===== config.mk =====
export PLATFORM = sky130hd
export DESIGN_NAME = led_blink_phase_config
export DESIGN_NICKNAME = d
export VERILOG_FILES = /design/src/logic/byte_store.v /design/src/logic/od_output_cell.v /design/src/logic/led_blink_phase_config.v
export VERILOG_INCLUDE_DIRS = /design/src /design/src/common
export SDC_FILE = /design/constraint.sdc
export NUM_CORES = 1
export LEC_CHECK = 0
export ABC_AREA = 1
export BUFFER_PORTS_ARGS = -buffer_cell sky130_fd_sc_hd__buf_2
export CAP_MARGIN = 20
export CORE_AREA = 2 2 155 157
export DETAILED_ROUTE_END_ITERATION = 10
export DIE_AREA = 0 0 157 159
export GPL_TIMING_DRIVEN = 0
export PLACE_DENSITY = 0.63
export SLEW_MARGIN = 30
export SYNTH_ARGS = -nofsm -noshare
export SYNTH_HDL_FRONTEND = slang
export SYNTH_SLANG_ARGS = --single-unit

===== constraint.sdc =====
create_clock -name clk -period 1.4 [get_ports clk]
set_input_delay 0.07 -clock clk [delete_from_list [all_inputs] [get_ports clk]]
set_output_delay 0.07 -clock clk [all_outputs]
set_load 0.03 [all_outputs]

===== src/common/led_blink_map.vh =====
// Register addresses, field positions and reset values of the blink phase register bank.
`ifndef LED_BLINK_MAP_VH
`define LED_BLINK_MAP_VH

// ----------------------------------------
// Register addresses
// ----------------------------------------
`define ADDR_PHASE0_LOW   8'h02
`define ADDR_PHASE0_HIGH  8'h03
`define ADDR_PHASE1_LOW   8'h0A
`define ADDR_PHASE1_HIGH  8'h0B
`define ADDR_MASTER       8'h0E
`define ADDR_CONFIG       8'h0F
`define ADDR_INTENS_0     8'h10
`define ADDR_INTENS_1     8'h11
`define ADDR_INTENS_2     8'h12
`define ADDR_INTENS_3     8'h13
`define ADDR_INTENS_4     8'h14
`define ADDR_INTENS_5     8'h15
`define ADDR_INTENS_6     8'h16
`define ADDR_INTENS_7     8'h17

// ----------------------------------------
// Configuration register fields
// ----------------------------------------
`define CFG_BLINK_EN      0
`define CFG_BLINK_FLIP    1
`define CFG_GLOBAL        2
`define CFG_LAST_P0       4
`define CFG_LAST_P1       5
`define CFG_PIN_STATUS    6
`define CFG_WRITE_MASK    8'h37

// ----------------------------------------
// Reset values and sizes
// ----------------------------------------
`define REG_RESET         8'h00
`define NIB_RESET         4'h0
`define BYTE_ZERO         8'h00
`define NUM_OUTPUTS       17
`define NUM_INTENS_REGS   8
`define NUM_LEVEL_OUTPUTS 16
`define PORT_SINK_LEVEL   17'h00000

`endif


===== src/logic/byte_store.v =====
// One eight-bit read/write storage register.
`include "led_blink_map.vh"

module byte_store (
	input  wire       clk,
	input  wire       rst,
	input  wire       wr_en,
	input  wire [7:0] wr_data,
	output reg  [7:0] q
);

	always @(posedge clk) begin
		if (rst) begin
			q <= `REG_RESET;
		end else if (wr_en) begin
			q <= wr_data;
		end
	end

endmodule


===== src/logic/od_output_cell.v =====
// Level and intensity selection for one open-drain output.
`include "led_blink_map.vh"

module od_output_cell (
	input  wire       clk,
	input  wire       rst,
	input  wire       level_p0,
	input  wire       level_p1,
	input  wire       phase1_sel,
	input  wire [3:0] own_nib,
	input  wire [3:0] glob_nib,
	input  wire       glob_flag,
	output reg        drive_low,
	output reg  [3:0] intensity
);

	wire level;

	assign level = phase1_sel ? level_p1 : level_p0;

	always @(posedge clk) begin
		if (rst) begin
			drive_low <= 1'b0;
			intensity <= `NIB_RESET;
		end else begin
			drive_low <= ~level;
			intensity <= glob_flag ? glob_nib : own_nib;
		end
	end

endmodule


===== src/logic/led_blink_phase_config.v =====
// Configuration and blink phase register bank of a seventeen-output open-drain expander.
//
// What this block does
// - Configuration register at 0x0F: enable, flip, global, last-output phase bits, pin status.
// - Configuration bits D7 and D3 ignore writes and read back as zero.
// - Global flag clear: outputs use own nibble 0x10-0x17; last output uses 0x0E.
// - Global flag set: every output uses low nibble of 0x0E.
// - Blink off: last output low when D4 is 0, released when 1.
// - Blink on: last output follows D4 in phase 0, D5 in phase 1.
// - Reading D6 returns the phase input pin level; writes to it do nothing.
// - Blink on: phase-1 registers chosen when flip XOR pin is 1, else phase 0.
// - Blink off: only phase-0 registers set the levels, whatever flip and pin are.
// - Phase-0 levels of outputs 0-7 at 0x02, 8-15 at 0x03, bit n mod 8.
// - Phase-1 levels of outputs 0-7 at 0x0A, 8-15 at 0x0B, same order.
// - Every phase register reads back the last value written.
`include "led_blink_map.vh"

module led_blink_phase_config (
	input  wire        clk,
	input  wire        rst,
	input  wire [7:0]  reg_addr,
	input  wire        reg_wr_en,
	input  wire [7:0]  reg_wr_data,
	input  wire        reg_rd_en,
	input  wire        blink_pin,
	output reg  [7:0]  rd_data_reg,
	output reg         rd_valid_reg,
	output reg         phase1_active_reg,
	output reg  [16:0] port_out_reg,
	output wire [16:0] port_oe,
	output wire [67:0] port_intensity
);

	// ----------------------------------------
	// Register storage
	// ----------------------------------------
	reg  [7:0] config_reg;
	wire [7:0] config_next;
	wire [7:0] phase0_low;
	wire [7:0] phase0_high;
	wire [7:0] phase1_low;
	wire [7:0] phase1_high;
	wire [7:0] master_reg;
	wire [63:0] intens_flat;
	wire [7:0]  intens_0;
	wire [7:0]  intens_1;
	wire [7:0]  intens_2;
	wire [7:0]  intens_3;
	wire [7:0]  intens_4;
	wire [7:0]  intens_5;
	wire [7:0]  intens_6;
	wire [7:0]  intens_7;
	wire        wr_intens_0;
	wire        wr_intens_1;
	wire        wr_intens_2;
	wire        wr_intens_3;
	wire        wr_intens_4;
	wire        wr_intens_5;
	wire        wr_intens_6;
	wire        wr_intens_7;
	wire        phase1_sel;
	wire [15:0] level_p0;
	wire [15:0] level_p1;
	reg  [7:0]  rd_data_next;

	// ----------------------------------------
	// Configuration register
	// ----------------------------------------
	// Masking at the write keeps the fixed-zero and pin status bits out of storage.
	assign config_next = reg_wr_data & `CFG_WRITE_MASK;

	always @(posedge clk) begin
		if (rst) begin
			config_reg <= `REG_RESET;
		end else if (reg_wr_en && reg_addr == `ADDR_CONFIG) begin
			config_reg <= config_next;
		end
	end

	// ----------------------------------------
	// Phase level and master registers
	// ----------------------------------------
	byte_store u_phase0_low (
		.clk     (clk),
		.rst     (rst),
		.wr_en   (reg_wr_en && reg_addr == `ADDR_PHASE0_LOW),
		.wr_data (reg_wr_data),
		.q       (phase0_low)
	);

	byte_store u_phase0_high (
		.clk     (clk),
		.rst     (rst),
		.wr_en   (reg_wr_en && reg_addr == `ADDR_PHASE0_HIGH),
		.wr_data (reg_wr_data),
		.q       (phase0_high)
	);

	byte_store u_phase1_low (
		.clk     (clk),
		.rst     (rst),
		.wr_en   (reg_wr_en && reg_addr == `ADDR_PHASE1_LOW),
		.wr_data (reg_wr_data),
		.q       (phase1_low)
	);

	byte_store u_phase1_high (
		.clk     (clk),
		.rst     (rst),
		.wr_en   (reg_wr_en && reg_addr == `ADDR_PHASE1_HIGH),
		.wr_data (reg_wr_data),
		.q       (phase1_high)
	);

	byte_store u_master (
		.clk     (clk),
		.rst     (rst),
		.wr_en   (reg_wr_en && reg_addr == `ADDR_MASTER),
		.wr_data (reg_wr_data),
		.q       (master_reg)
	);

	// ----------------------------------------
	// Individual intensity registers
	// ----------------------------------------
	assign wr_intens_0 = reg_wr_en && (reg_addr == `ADDR_INTENS_0);
	assign wr_intens_1 = reg_wr_en && (reg_addr == `ADDR_INTENS_1);
	assign wr_intens_2 = reg_wr_en && (reg_addr == `ADDR_INTENS_2);
	assign wr_intens_3 = reg_wr_en && (reg_addr == `ADDR_INTENS_3);
	assign wr_intens_4 = reg_wr_en && (reg_addr == `ADDR_INTENS_4);
	assign wr_intens_5 = reg_wr_en && (reg_addr == `ADDR_INTENS_5);
	assign wr_intens_6 = reg_wr_en && (reg_addr == `ADDR_INTENS_6);
	assign wr_intens_7 = reg_wr_en && (reg_addr == `ADDR_INTENS_7);

	byte_store u_intens_0 (
		.clk     (clk),
		.rst     (rst),
		.wr_en   (wr_intens_0),
		.wr_data (reg_wr_data),
		.q       (intens_0)
	);

	byte_store u_intens_1 (
		.clk     (clk),
		.rst     (rst),
		.wr_en   (wr_intens_1),
		.wr_data (reg_wr_data),
		.q       (intens_1)
	);

	byte_store u_intens_2 (
		.clk     (clk),
		.rst     (rst),
		.wr_en   (wr_intens_2),
		.wr_data (reg_wr_data),
		.q       (intens_2)
	);

	byte_store u_intens_3 (
		.clk     (clk),
		.rst     (rst),
		.wr_en   (wr_intens_3),
		.wr_data (reg_wr_data),
		.q       (intens_3)
	);

	byte_store u_intens_4 (
		.clk     (clk),
		.rst     (rst),
		.wr_en   (wr_intens_4),
		.wr_data (reg_wr_data),
		.q       (intens_4)
	);

	byte_store u_intens_5 (
		.clk     (clk),
		.rst     (rst),
		.wr_en   (wr_intens_5),
		.wr_data (reg_wr_data),
		.q       (intens_5)
	);

	byte_store u_intens_6 (
		.clk     (clk),
		.rst     (rst),
		.wr_en   (wr_intens_6),
		.wr_data (reg_wr_data),
		.q       (intens_6)
	);

	byte_store u_intens_7 (
		.clk     (clk),
		.rst     (rst),
		.wr_en   (wr_intens_7),
		.wr_data (reg_wr_data),
		.q       (intens_7)
	);

	// The low nibble of each intensity register serves the even output of its pair.
	assign intens_flat = {intens_7, intens_6, intens_5, intens_4,
		intens_3, intens_2, intens_1, intens_0};

	genvar gi;

	// ----------------------------------------
	// Register read back
	// ----------------------------------------
	// The pin is sampled at the read, so status reflects the level one cycle before
	// the data appears; no synchroniser is needed as the pin is synchronous here.
	always @* begin
		rd_data_next = `BYTE_ZERO;
		case (1'b1)
			reg_addr == `ADDR_PHASE0_LOW:  rd_data_next = phase0_low;
			reg_addr == `ADDR_PHASE0_HIGH: rd_data_next = phase0_high;
			reg_addr == `ADDR_PHASE1_LOW:  rd_data_next = phase1_low;
			reg_addr == `ADDR_PHASE1_HIGH: rd_data_next = phase1_high;
			reg_addr == `ADDR_MASTER:      rd_data_next = master_reg;
			reg_addr == `ADDR_CONFIG: begin
				rd_data_next = config_reg;
				rd_data_next[`CFG_PIN_STATUS] = blink_pin;
			end
			reg_addr == `ADDR_INTENS_0:    rd_data_next = intens_0;
			reg_addr == `ADDR_INTENS_1:    rd_data_next = intens_1;
			reg_addr == `ADDR_INTENS_2:    rd_data_next = intens_2;
			reg_addr == `ADDR_INTENS_3:    rd_data_next = intens_3;
			reg_addr == `ADDR_INTENS_4:    rd_data_next = intens_4;
			reg_addr == `ADDR_INTENS_5:    rd_data_next = intens_5;
			reg_addr == `ADDR_INTENS_6:    rd_data_next = intens_6;
			reg_addr == `ADDR_INTENS_7:    rd_data_next = intens_7;
			default:                       rd_data_next = `BYTE_ZERO;
		endcase
	end

	// ----------------------------------------
	// Read data register
	// ----------------------------------------
	// Data is captured only on a read, so it stands until the next read.
	always @(posedge clk) begin
		if (rst) begin
			rd_data_reg  <= `BYTE_ZERO;
			rd_valid_reg <= 1'b0;
		end else begin
			rd_valid_reg <= reg_rd_en;
			if (reg_rd_en) begin
				rd_data_reg <= rd_data_next;
			end
		end
	end

	// ----------------------------------------
	// Phase selection and output stage
	// ----------------------------------------
	assign phase1_sel = config_reg[`CFG_BLINK_EN] &
		(config_reg[`CFG_BLINK_FLIP] ^ blink_pin);

	assign level_p0 = {phase0_high, phase0_low};
	assign level_p1 = {phase1_high, phase1_low};

	// Open-drain pins can only sink, so the output data never leaves the low level.
	always @(posedge clk) begin
		if (rst) begin
			phase1_active_reg <= 1'b0;
			port_out_reg      <= `PORT_SINK_LEVEL;
		end else begin
			phase1_active_reg <= phase1_sel;
			port_out_reg      <= `PORT_SINK_LEVEL;
		end
	end

	// ----------------------------------------
	// Open-drain output cells
	// ----------------------------------------
	generate
		for (gi = 0; gi < `NUM_LEVEL_OUTPUTS; gi = gi + 1) begin : g_out
			od_output_cell u_cell (
				.clk        (clk),
				.rst        (rst),
				.level_p0   (level_p0[gi]),
				.level_p1   (level_p1[gi]),
				.phase1_sel (phase1_sel),
				.own_nib    (intens_flat[gi*4 +: 4]),
				.glob_nib   (master_reg[3:0]),
				.glob_flag  (config_reg[`CFG_GLOBAL]),
				.drive_low  (port_oe[gi]),
				.intensity  (port_intensity[gi*4 +: 4])
			);
		end
	endgenerate

	// The last output keeps both of its level bits in the configuration register.
	od_output_cell u_last (
		.clk        (clk),
		.rst        (rst),
		.level_p0   (config_reg[`CFG_LAST_P0]),
		.level_p1   (config_reg[`CFG_LAST_P1]),
		.phase1_sel (phase1_sel),
		.own_nib    (master_reg[3:0]),
		.glob_nib   (master_reg[3:0]),
		.glob_flag  (config_reg[`CFG_GLOBAL]),
		.drive_low  (port_oe[16]),
		.intensity  (port_intensity[67:64])
	);

endmodule


# After elaboration in Yosys (flattened, before gate mapping)
# Index checks and enable logic that the tools add are counted.
[totals] register_bits=204 inputBits=21 out_inout_bits=112 wordCells=145
[op_classes] n_eq_ne=14 mux=47 bitwise=19 n_reduce_logical=14
[ops] operator="$mux W8" count=14
[ops] operator="$eq A8 B5 Y1 const B" count=8
[ops] operator="$mux W4" count=16
[ops] operator="$eq A8 B4 Y1 const B" count=4
[ops] operator="$mux W1" count=17
[ops] operator="$not A1 Y1" count=17
[ops] operator="$eq A8 B2 Y1 const B" count=2
[ops] operator="$logic_and A1 B1 Y1" count=14
[ops] operator="$and A1 B1 Y1" count=1
[ops] operator="$xor A1 B1 Y1" count=1

# Longest topological paths before layout
# Gate-level depths: netlist of the first run.
[depth] ltp_word=15 mapped_depth=17 ltp_nobuf=15

# Hierarchy
# From an unflattened synthesis of the first run, not the netlist that was laid out.
[unflattened] cells_unflattened=1574 hier_area_um2=10058.4
[by_module_without_submodules] mod="byte_store" instances=13 cells_each=51 area_per_inst_um2=341.6 seq_area_each_um2=160.2
[by_module_without_submodules] mod="od_output_cell" instances=17 cells_each=32 area_per_inst_um2=211.5 seq_area_each_um2=100.1
[by_module_without_submodules] mod="led_blink_phase_config" instances=1 cells_each=367 area_per_inst_um2=2023.2 seq_area_each_um2=300.3

# Worst setup path before layout of the first run
# No wires, ideal clock.
[synth_timing] path_type="input port to flip-flop" from="in reg_addr[3]" to="reg rd_data_reg[4]" setup_ns=0.132 t_arrival_ns=1.260 required_ns=1.268 setup_slack_ns=0.008 path_stages=13 path_buffers=0 cell_sequence="inv_1 nand2_1 inv_1 nand2_1 nor2_4 inv_2 or2_2 nand2_1 nand2_1 nand2_1 nand3_1 nand2_1 a21oi_1"
[synth_between] elab_chain_cells=15 elab_cells_between_ends=28 cone_classes="14 x eq/ne; 14 x mux"
[synth_lines] item="start: declaration" line="led_blink_phase_config.v:21" text="input wire [7:0] reg_addr,"
[synth_lines] item="$eq A8 B5 Y1 (no line)"
[synth_lines] item="$mux W8 (13 in a row)" line="led_blink_phase_config.v:212" text="case (1'b1)"
[synth_lines] item="$mux W8 *" line="led_blink_phase_config.v:212"
[synth_lines] item="end signal: assignment" line="led_blink_phase_config.v:240" text="rd_data_reg <= `BYTE_ZERO;"
[synth_lines] item="end signal: assignment" line="led_blink_phase_config.v:245" text="rd_data_reg <= rd_data_next;"
[synth_lines] item="end: declaration" line="led_blink_phase_config.v:26" text="output reg [7:0] rd_data_reg,"
# Every way passes the cells marked *; elsewhere a longest branch is shown, timed or not.
# A chain may end at the register's enable or synchronous reset.

# Worst setup path in the final report of the first run
[layout_timing] from="reg u_intens_6.q[1]" to="reg rd_data_reg[1]"
[layout_between] elab_chain_cells=13
[layout_lines] item="start: declaration" line="byte_store.v:9" text="output reg [7:0] q"
[layout_lines] item="start signal: assignment" line="byte_store.v:14" text="q <= `REG_RESET;"
[layout_lines] item="start signal: assignment" line="byte_store.v:16" text="q <= wr_data;"
[layout_lines] item="$mux W8 (13 in a row)" line="led_blink_phase_config.v:212"
# Every way passes these cells.

==> impl_metrics.csv, run 1 <==
group,metric,value,unit
clock_network,cts.reportedPaths.clkPinSlew,60,ps
floorplan,rows,56,
routing,routed_via_density,4.94,
finish,antenna_cells,0,
sta,rsz0062_at_grt,"true",
floorplan,dieHeight,159,um
global_routing,grt_usage,0.212,
synth,synth-simple-area-share,0.234,
synth,muxShareOfSynthArea,0,
synth,synth_compound_gate_area_share,0.166,
synth,synth_area,0.00830,sq mm
sta,clock.fmax,0.674,GHz
sta,final.period_utilization,1.06,
setup_path,cp_max_fo,3,
finish,nFillCells,2385,
placed_design,placed_area,0.00933,sq mm
finish,final_area,0.0107,sq mm
clock_network,cts_tree,"yes",
pwr,ir_drop,0.758,mV
floorplan,initial_core_util,0.358,
floorplan,die-width,157,um
routing,wirelength,27000,um
floorplan,die_area,0.0250,sq mm
sta,finalMaxSlewViolations,0,
run,drv_cap,0,
clock_network,cts_buffers,23,
clock_network,clk_latency,510,ps
sta,setup_viol,5,
global_routing,antenna_found_initial,0,
clock_network,h-tree-depth,1,
sta,post-route-min-period,1480,ps
setup_path,end_kind,"flop",
sta,relSlewSlack,0.408,
synth,ys_seq_area_frac,0.492,
floorplan,core,0.0232,sq mm
pwr,leakage,4.28,nW
global_routing,grt_overflow_total,0,
setup_path,worst_setup_path_start_kind,"flop",
routing,ant_nets,0,
pwr,p_per_area,1190,mW/mm^2
finish,syn2layout_area_growth,28.7,%
global_routing,grt_max_degree,14,
setup_path,crit_required,1770,ps
routing,drt_iter0_markers,597,
hold_path,hold_class,"in2reg",
finish,reg.largest.list,"g_out.u_cell.intensity x64, g_out.u_cell.drive_low x16",
routing,wl_per_cell,16.8,um
setup_path,arrival,1850,ps
clock_network,clock_path_buffers,3,
finish,fin_util,0.461,
synth,ys_ff_latch,204,
global_routing,grt_pass1_vias,7418,
synth,synthAdderAreaFrac,0,
synth,ys_warn_count,0,
sta,max_slew.worst_pin.slew,889,ps
routing,drt_pre_antenna_iters,7,
setup_path,critical_path_class,"reg2reg",
run_status,status,"finished with violations",
clock_network,clock_sinks,204,
finish,drive_gt1_frac,0.270,
sta,worst_slack,-83.9,ps
routing,route.detailed.drc,0,
finish,nets,1288,
global_routing,grt_first_pass_wirelength,41200,um
run_status,violations,"negative setup slack",
clock_network,cts-root-buf,"clkbuf_16",
sta,whs,28.0,ps
routing,dr_total_vias,7907,
sta,hold_viol,0,
placed_design,dpl.hpwl,19500,um
floorplan,io_pins,133,
placed_design,gp_congestion,0.923,
finish,regMostFlops,"g_out.u_cell.intensity",
finish,largest_register_ff_count,64,
synth,synthCells,1087,
placed_design,port_buffers,113,
synth,synth_xor_area_frac,0,
synth,postSynthAreaPerCell,7.64,sq um
synth,synth_top_family_by_area,"simple AND/OR/NAND/NOR gates",
synth,yosysUniqueCellTypes,29,
sta,fin_skew,14.0,ps
Yosys cell counts:
cell type    n  area, sq um
buf_1        6         22.5
inv_2        3         11.3
nor2_1     118          443
dfxtp_1    204         4080
nand4_4      1         21.3
or2_0        1         6.26
o21ai_0     12         60.1
clkinv_1     2         7.51
clkbuf_1    45          169
inv_1       88          330
nor3_2       1         10.0
nand2_2      3         18.8
o22ai_1      2         12.5
or2_2        4         25.0
nand3_1     55          275
nand2_4      1         11.3
buf_4       37          278
buf_2       11         55.1
nor2_2       4         25.0
buf_6        2         22.5
conb_1       1         3.75
nor3_4       1         16.3
nand4_1     19          119
nand2_1    235          882
nor3_1       3         15.0
nor2_4       5         56.3
nor4_1       3         18.8
a211oi_1    80          601
a21oi_1    140          701
critical path: stages, from the launching register on:
cell	delay [ps]
dfxtp_2	330
nand3_2	90
nand3_2	90
nor2_4	140
nand3_2	100
nor2_2	130
nand3_1	70
nand2_1	100
nand4_1	110
nand2_1	120
a21oi_2	50
layout by cell type, fill, tap and decap left out, types with 4 or more instances in the layout:
cell type	instances
dfxtp_2	20
nand3_1	29
inv_2	5
buf_2	128
a211oi_1	76
buf_6	4
conb_1	17
dfxtp_1	183
a21oi_1	139
clkbuf_1	40
nand2_2	26
nand4_1	19
buf_4	53
dlygate4sd3_1	9
clkbuf_16	23
inv_1	86
clkbuf_2	6
nor2_4	12
a211oi_2	4
nor2_2	12
clkbuf_8	6
or2_2	4
nand3_2	26
o21ai_0	12
nand2_1	212
nor2_1	103
where the power goes:
| part | internal, W | total (W) | leakage (nW) | switching, W |
|---|---|---|---|---|
| clock | 0.00371 | 0.00610 | 0.369 | 0.00239 |
| combinational | 0.000192 | 0.000715 | 2.25 | 0.000522 |
| sequential | 0.00584 | 0.00585 | 1.66 | 0.0000136 |
| total | 0.00974 | 0.0127 | 4.28 | 0.00293 |
stage by stage:
| step | instances | power [W] | worst slack (ps) | TNS (ps) |
|---|---|---|---|---|
| after floorplan | 1103 | 0.00641 | 7.86 | 0 |
| after global placement | 1535 | 0.00663 | -679 | -65760 |
| after detailed placement | 1535 | 0.00663 | -673 | -69860 |
| after CTS | 1592 | 0.0127 | -100 | -360 |
| after global routing | 1602 | 0.0131 | -145 | -712 |
| final | 1602 | 0.0127 | -83.9 | -193 |
layer usage:
metal	vias up	GRT usage	routed length, um
met2	273	0.355	12800
li1	3895	-	-
met4	0	0.0617	588
met5	-	0	0
met1	3699	0.284	11800
met3	40	0.0291	1760
layout make-up:
cell class	instances	area, sq um	area share
flip-flops and latches	204	4110	0.385
multi-input cells	705	3670	0.344
repair buffers	139	796	0.0745
clock buffers	34	677	0.0634
plain buffers	101	586	0.0548
well taps	319	399	0.0374
inverters	93	349	0.0327
clock inverters	7	92.6	0.00867
path summary, 6_finish.rpt:
| check | slack (ps) | cells after the start | endpoint | startpoint |
|---|---|---|---|---|
| hold reg to reg | 440 | 1 | g_out[12].u_cell.drive_low | u_phase1_high.q[4] |
| hold / removal | 30 | 5 | rd_data_reg[0] | reg_rd_en |
| setup reg to reg | -80 | 10 | rd_data_reg[1] | u_intens_6.q[1] |
| setup / recovery | -80 | 10 | rd_data_reg[1] | u_intens_6.q[1] |
timing repair:
| item | 4_1_cts | 5_1_grt |
|---|---|---|
| hold buffers | 9 | 0 |
| resized for setup | 58 | 75 |
| pin swaps | 19 | 30 |
| endpoints found under the hold margin | 30 | 0 |
| setup endpoints to repair | 85 | 120 |
| setup buffers | 7 | 10 |
cell families (layout without fill, tap and decap cells):
group           count (synthesis)  after routing
compound gates                234            234
buf+inv                       194            374
flops                         204            204
other cells                     1             17
simple gates                  454            454
Power figures use the tool's default switching activity.
==> run 2: changes to the inputs <==
--- a/config.mk
+++ b/config.mk
@@ -6,14 +6,13 @@
 export SDC_FILE = /design/constraint.sdc
 export NUM_CORES = 1
 export LEC_CHECK = 0
-export ABC_AREA = 1
 export BUFFER_PORTS_ARGS = -buffer_cell sky130_fd_sc_hd__buf_2
 export CAP_MARGIN = 20
-export CORE_AREA = 2 2 155 157
+export CORE_AREA = 2 2 158 160
 export DETAILED_ROUTE_END_ITERATION = 10
-export DIE_AREA = 0 0 157 159
+export DIE_AREA = 0 0 160 162
 export GPL_TIMING_DRIVEN = 0
-export PLACE_DENSITY = 0.63
+export PLACE_DENSITY = 0.62
 export SLEW_MARGIN = 30
 export SYNTH_ARGS = -nofsm -noshare
 export SYNTH_HDL_FRONTEND = slang
==> run 2 against run 1 <==
Against the previous run: the run still ends with negative setup slack left; area after synthesis is 4.1% higher; utilization is 0.91 points higher; synthesized cell count is 14% lower; first-iteration DRC count is 7.2% lower; clock power is 1% higher; sequential cell count stayed put; hold slack better by 99 ps; count of clock-buffer cells in the layout is 6 lower; critical path depth is 5 lower.
==> impl_metrics.csv, run 2 <==
group,metric,value,unit
routing,routed_via_density,5.23,
clock_network,cts.reportedPaths.clkPinSlew,70,ps
synth,synth_area_leaders,"dfxtp_1, mux2i_1, a21oi_1",
routing,wl_per_cell,19.3,um
finish,fin_util,0.470,
finish,nFillCells,2387,
synth,synth_area,0.00864,sq mm
finish,drive_gt1_frac,0.309,
setup_path,crit_required,1790,ps
routing,ant_nets,0,
clock_network,clock_sinks,204,
floorplan,die-width,160,um
sta,worst_slack,-213,ps
routing,route.detailed.drc,0,
floorplan,rows,57,
setup_path,end_kind,"flop",
finish,final_common_cell,"dfxtp_1",
clock_network,cts_buffers,22,
synth,synth_ff_type,"dfxtp_1",
placed_design,placed_cells,1389,
routing,drt_pre_antenna_iters,5,
hold_path,hold_start,"blink_pin",
run_status,violations,"negative setup slack",
global_routing,grt_pass1_vias,7577,
finish,syn2layout_area_growth,31.0,%
finish,nets,1156,
placed_design,port_buffers,112,
sta,fin_skew,36.0,ps
sta,finalMaxSlewViolations,0,
sta,relSlewSlack,0.420,
placed_design,place_ws,-752,ps
floorplan,io_pins,133,
sta,clock.fmax,0.620,GHz
synth,yosysTopAreaCell,"dfxtp_1",
setup_path,arrival,2000,ps
synth,synthCells,937,
finish,reg.largest.list,"g_out.u_cell.intensity x64, g_out.u_cell.drive_low x16",
global_routing,grt_usage,0.213,
floorplan,core,0.0241,sq mm
routing,wirelength,28500,um
global_routing,grt_first_pass_wirelength,42900,um
sta,max_slew.worst_pin.slew,870,ps
synth,ys_ff_latch,204,
setup_path,rr_startpoint,"u_intens_6.q[2]",
synth,yosysUniqueCellTypes,66,
setup_path,cp_max_fo,2,
run,drv_cap,0,
routing,drt_iter0_markers,554,
global_routing,grt_overflow_total,0,
global_routing,antenna_found_initial,1,
routing,dr_total_vias,7707,
finish,final_cell_mix,"dfxtp_1, buf_2, a21oi_1",
clock_network,cts_tree,"yes",
setup_path,r2r_slack,-210,ps
pwr,p_per_area,1140,mW/mm^2
floorplan,die_area,0.0259,sq mm
finish,final_area,0.0113,sq mm
placed_design,gp_congestion,0.927,
setup_path,critical_path_class,"reg2reg",
hold_path,hold_class,"in2reg",
finish,largest_register_ff_count,64,
synth,ys_seq_area_frac,0.473,
sta,final.period_utilization,1.15,
finish,regMostFlops,"g_out.u_cell.intensity",
sta,hold_viol,0,
global_routing,grt_max_degree,15,
clock_network,cts-root-buf,"clkbuf_16",
placed_design,placed_area,0.00979,sq mm
pwr,total_power,0.0129,W
sta,rsz0062_at_grt,"true",
synth,synth_edf_count,0,
synth,synth_common_cells,"dfxtp_1, a21oi_1, nor2_1",
clock_network,clock_path_buffers,3,
synth,ys_warn_count,0,
setup_path,startpoint,"u_intens_6.q[2]",
synth,yosysMostFrequentCell,"dfxtp_1",
synth,synthDominantCellAreaShare,0.473,
floorplan,dieHeight,162,um
run_status,status,"finished with violations",
pwr,ir_drop,0.599,mV
synth,synthArstFlopShare,0,
finish,finalNonFillerCells,1475,
pwr,leakage,4.43,nW
sta,post-route-min-period,1610,ps
clock_network,h-tree-depth,1,
setup_path,worst_setup_path_start_kind,"flop",
floorplan,initial_core_util,0.359,
placed_design,dpl.hpwl,20300,um
clock_network,clk_latency,530,ps
sta,setup_viol,6,
synth,postSynthAreaPerCell,9.22,sq um
==> run 2: changes by cell type in the layout (fill, tap and decap cells not counted), moves of 24 or more <==
cell | before | now
nand3_2 | 26 | 2
a21oi_1 | 139 | 108
a211oi_1 | 76 | 18
mux2i_1 | 0 | 85
nand2b_1 | 0 | 69
inv_1 | 86 | 5
nand2_1 | 212 | 47
==> run 2: logic make-up after synthesis <==
logic type      after synthesis  synth area share
simple gates                321             0.192
flops                       204             0.473
compound gates              201             0.141
buf+inv                     109            0.0656
mux                         100             0.127
xor+xnor                      1           0.00101
other cells                   1          0.000434
==> run 2: final cells by class <==
cell class | instances | area [sq um] | area share
Multi-Input combinational cell | 640 | 4360 | 0.385
Sequential cell | 204 | 4120 | 0.364
Timing Repair Buffer | 159 | 1000 | 0.0884
Buffer | 102 | 643 | 0.0568
Clock buffer | 28 | 593 | 0.0524
Tap cell | 324 | 405 | 0.0358
Clock inverter | 11 | 171 | 0.0151
Inverter | 6 | 22.5 | 0.00199
Antenna cell | 1 | 2.50 | 0.000221
==> run 2: worst paths after layout <==
check | to | cells after the start
max | rd_data_reg[2] | 5
min | g_out[8].u_cell.drive_low | 4
max reg2reg | rd_data_reg[2] | 5
min reg2reg | rd_data_reg[2] | 2
==> run 2: routing by layer <==
metal	routed length, um	share of wire	track usage
met5	0	0	0
met2	13000	0.45	0.346
met3	2120	0.075	0.0375
met1	12100	0.43	0.281
met4	1290	0.045	0.0934
==> run 2: repair_timing <==
action,CTS,global route
hold buffers,10,0
endpoints found under the setup margin,132,126
pin swaps,17,13
resized for setup,74,30
setup buffers,22,15
endpoints found under the hold margin,35,0
gates cloned,0,0
==> run 2: critical path, cell delays in order, from the launching register on <==
cell and delay [ps]:
dfxtp_2 330, mux4_2 490, and3_4 180, a311oi_2 210, o22a_1 210, o21ai_1 60
==> run 2: per-stage QoR <==
step	hold slack, ps	setup TNS [ps]
global route	127	-939
global placement	354	-102470
floorplan	183	-1210
finish	127	-689
CTS	119	-687
detailed placement	354	-104930
==> run 2: power breakdown <==
| part | total, W | internal [W] | switching, W |
|---|---|---|---|
| combinational | 0.000909 | 0.000280 | 0.000629 |
| sequential | 0.00585 | 0.00584 | 0.0000137 |
| clock | 0.00618 | 0.00374 | 0.00243 |
| total | 0.0129 | 0.00986 | 0.00308 |
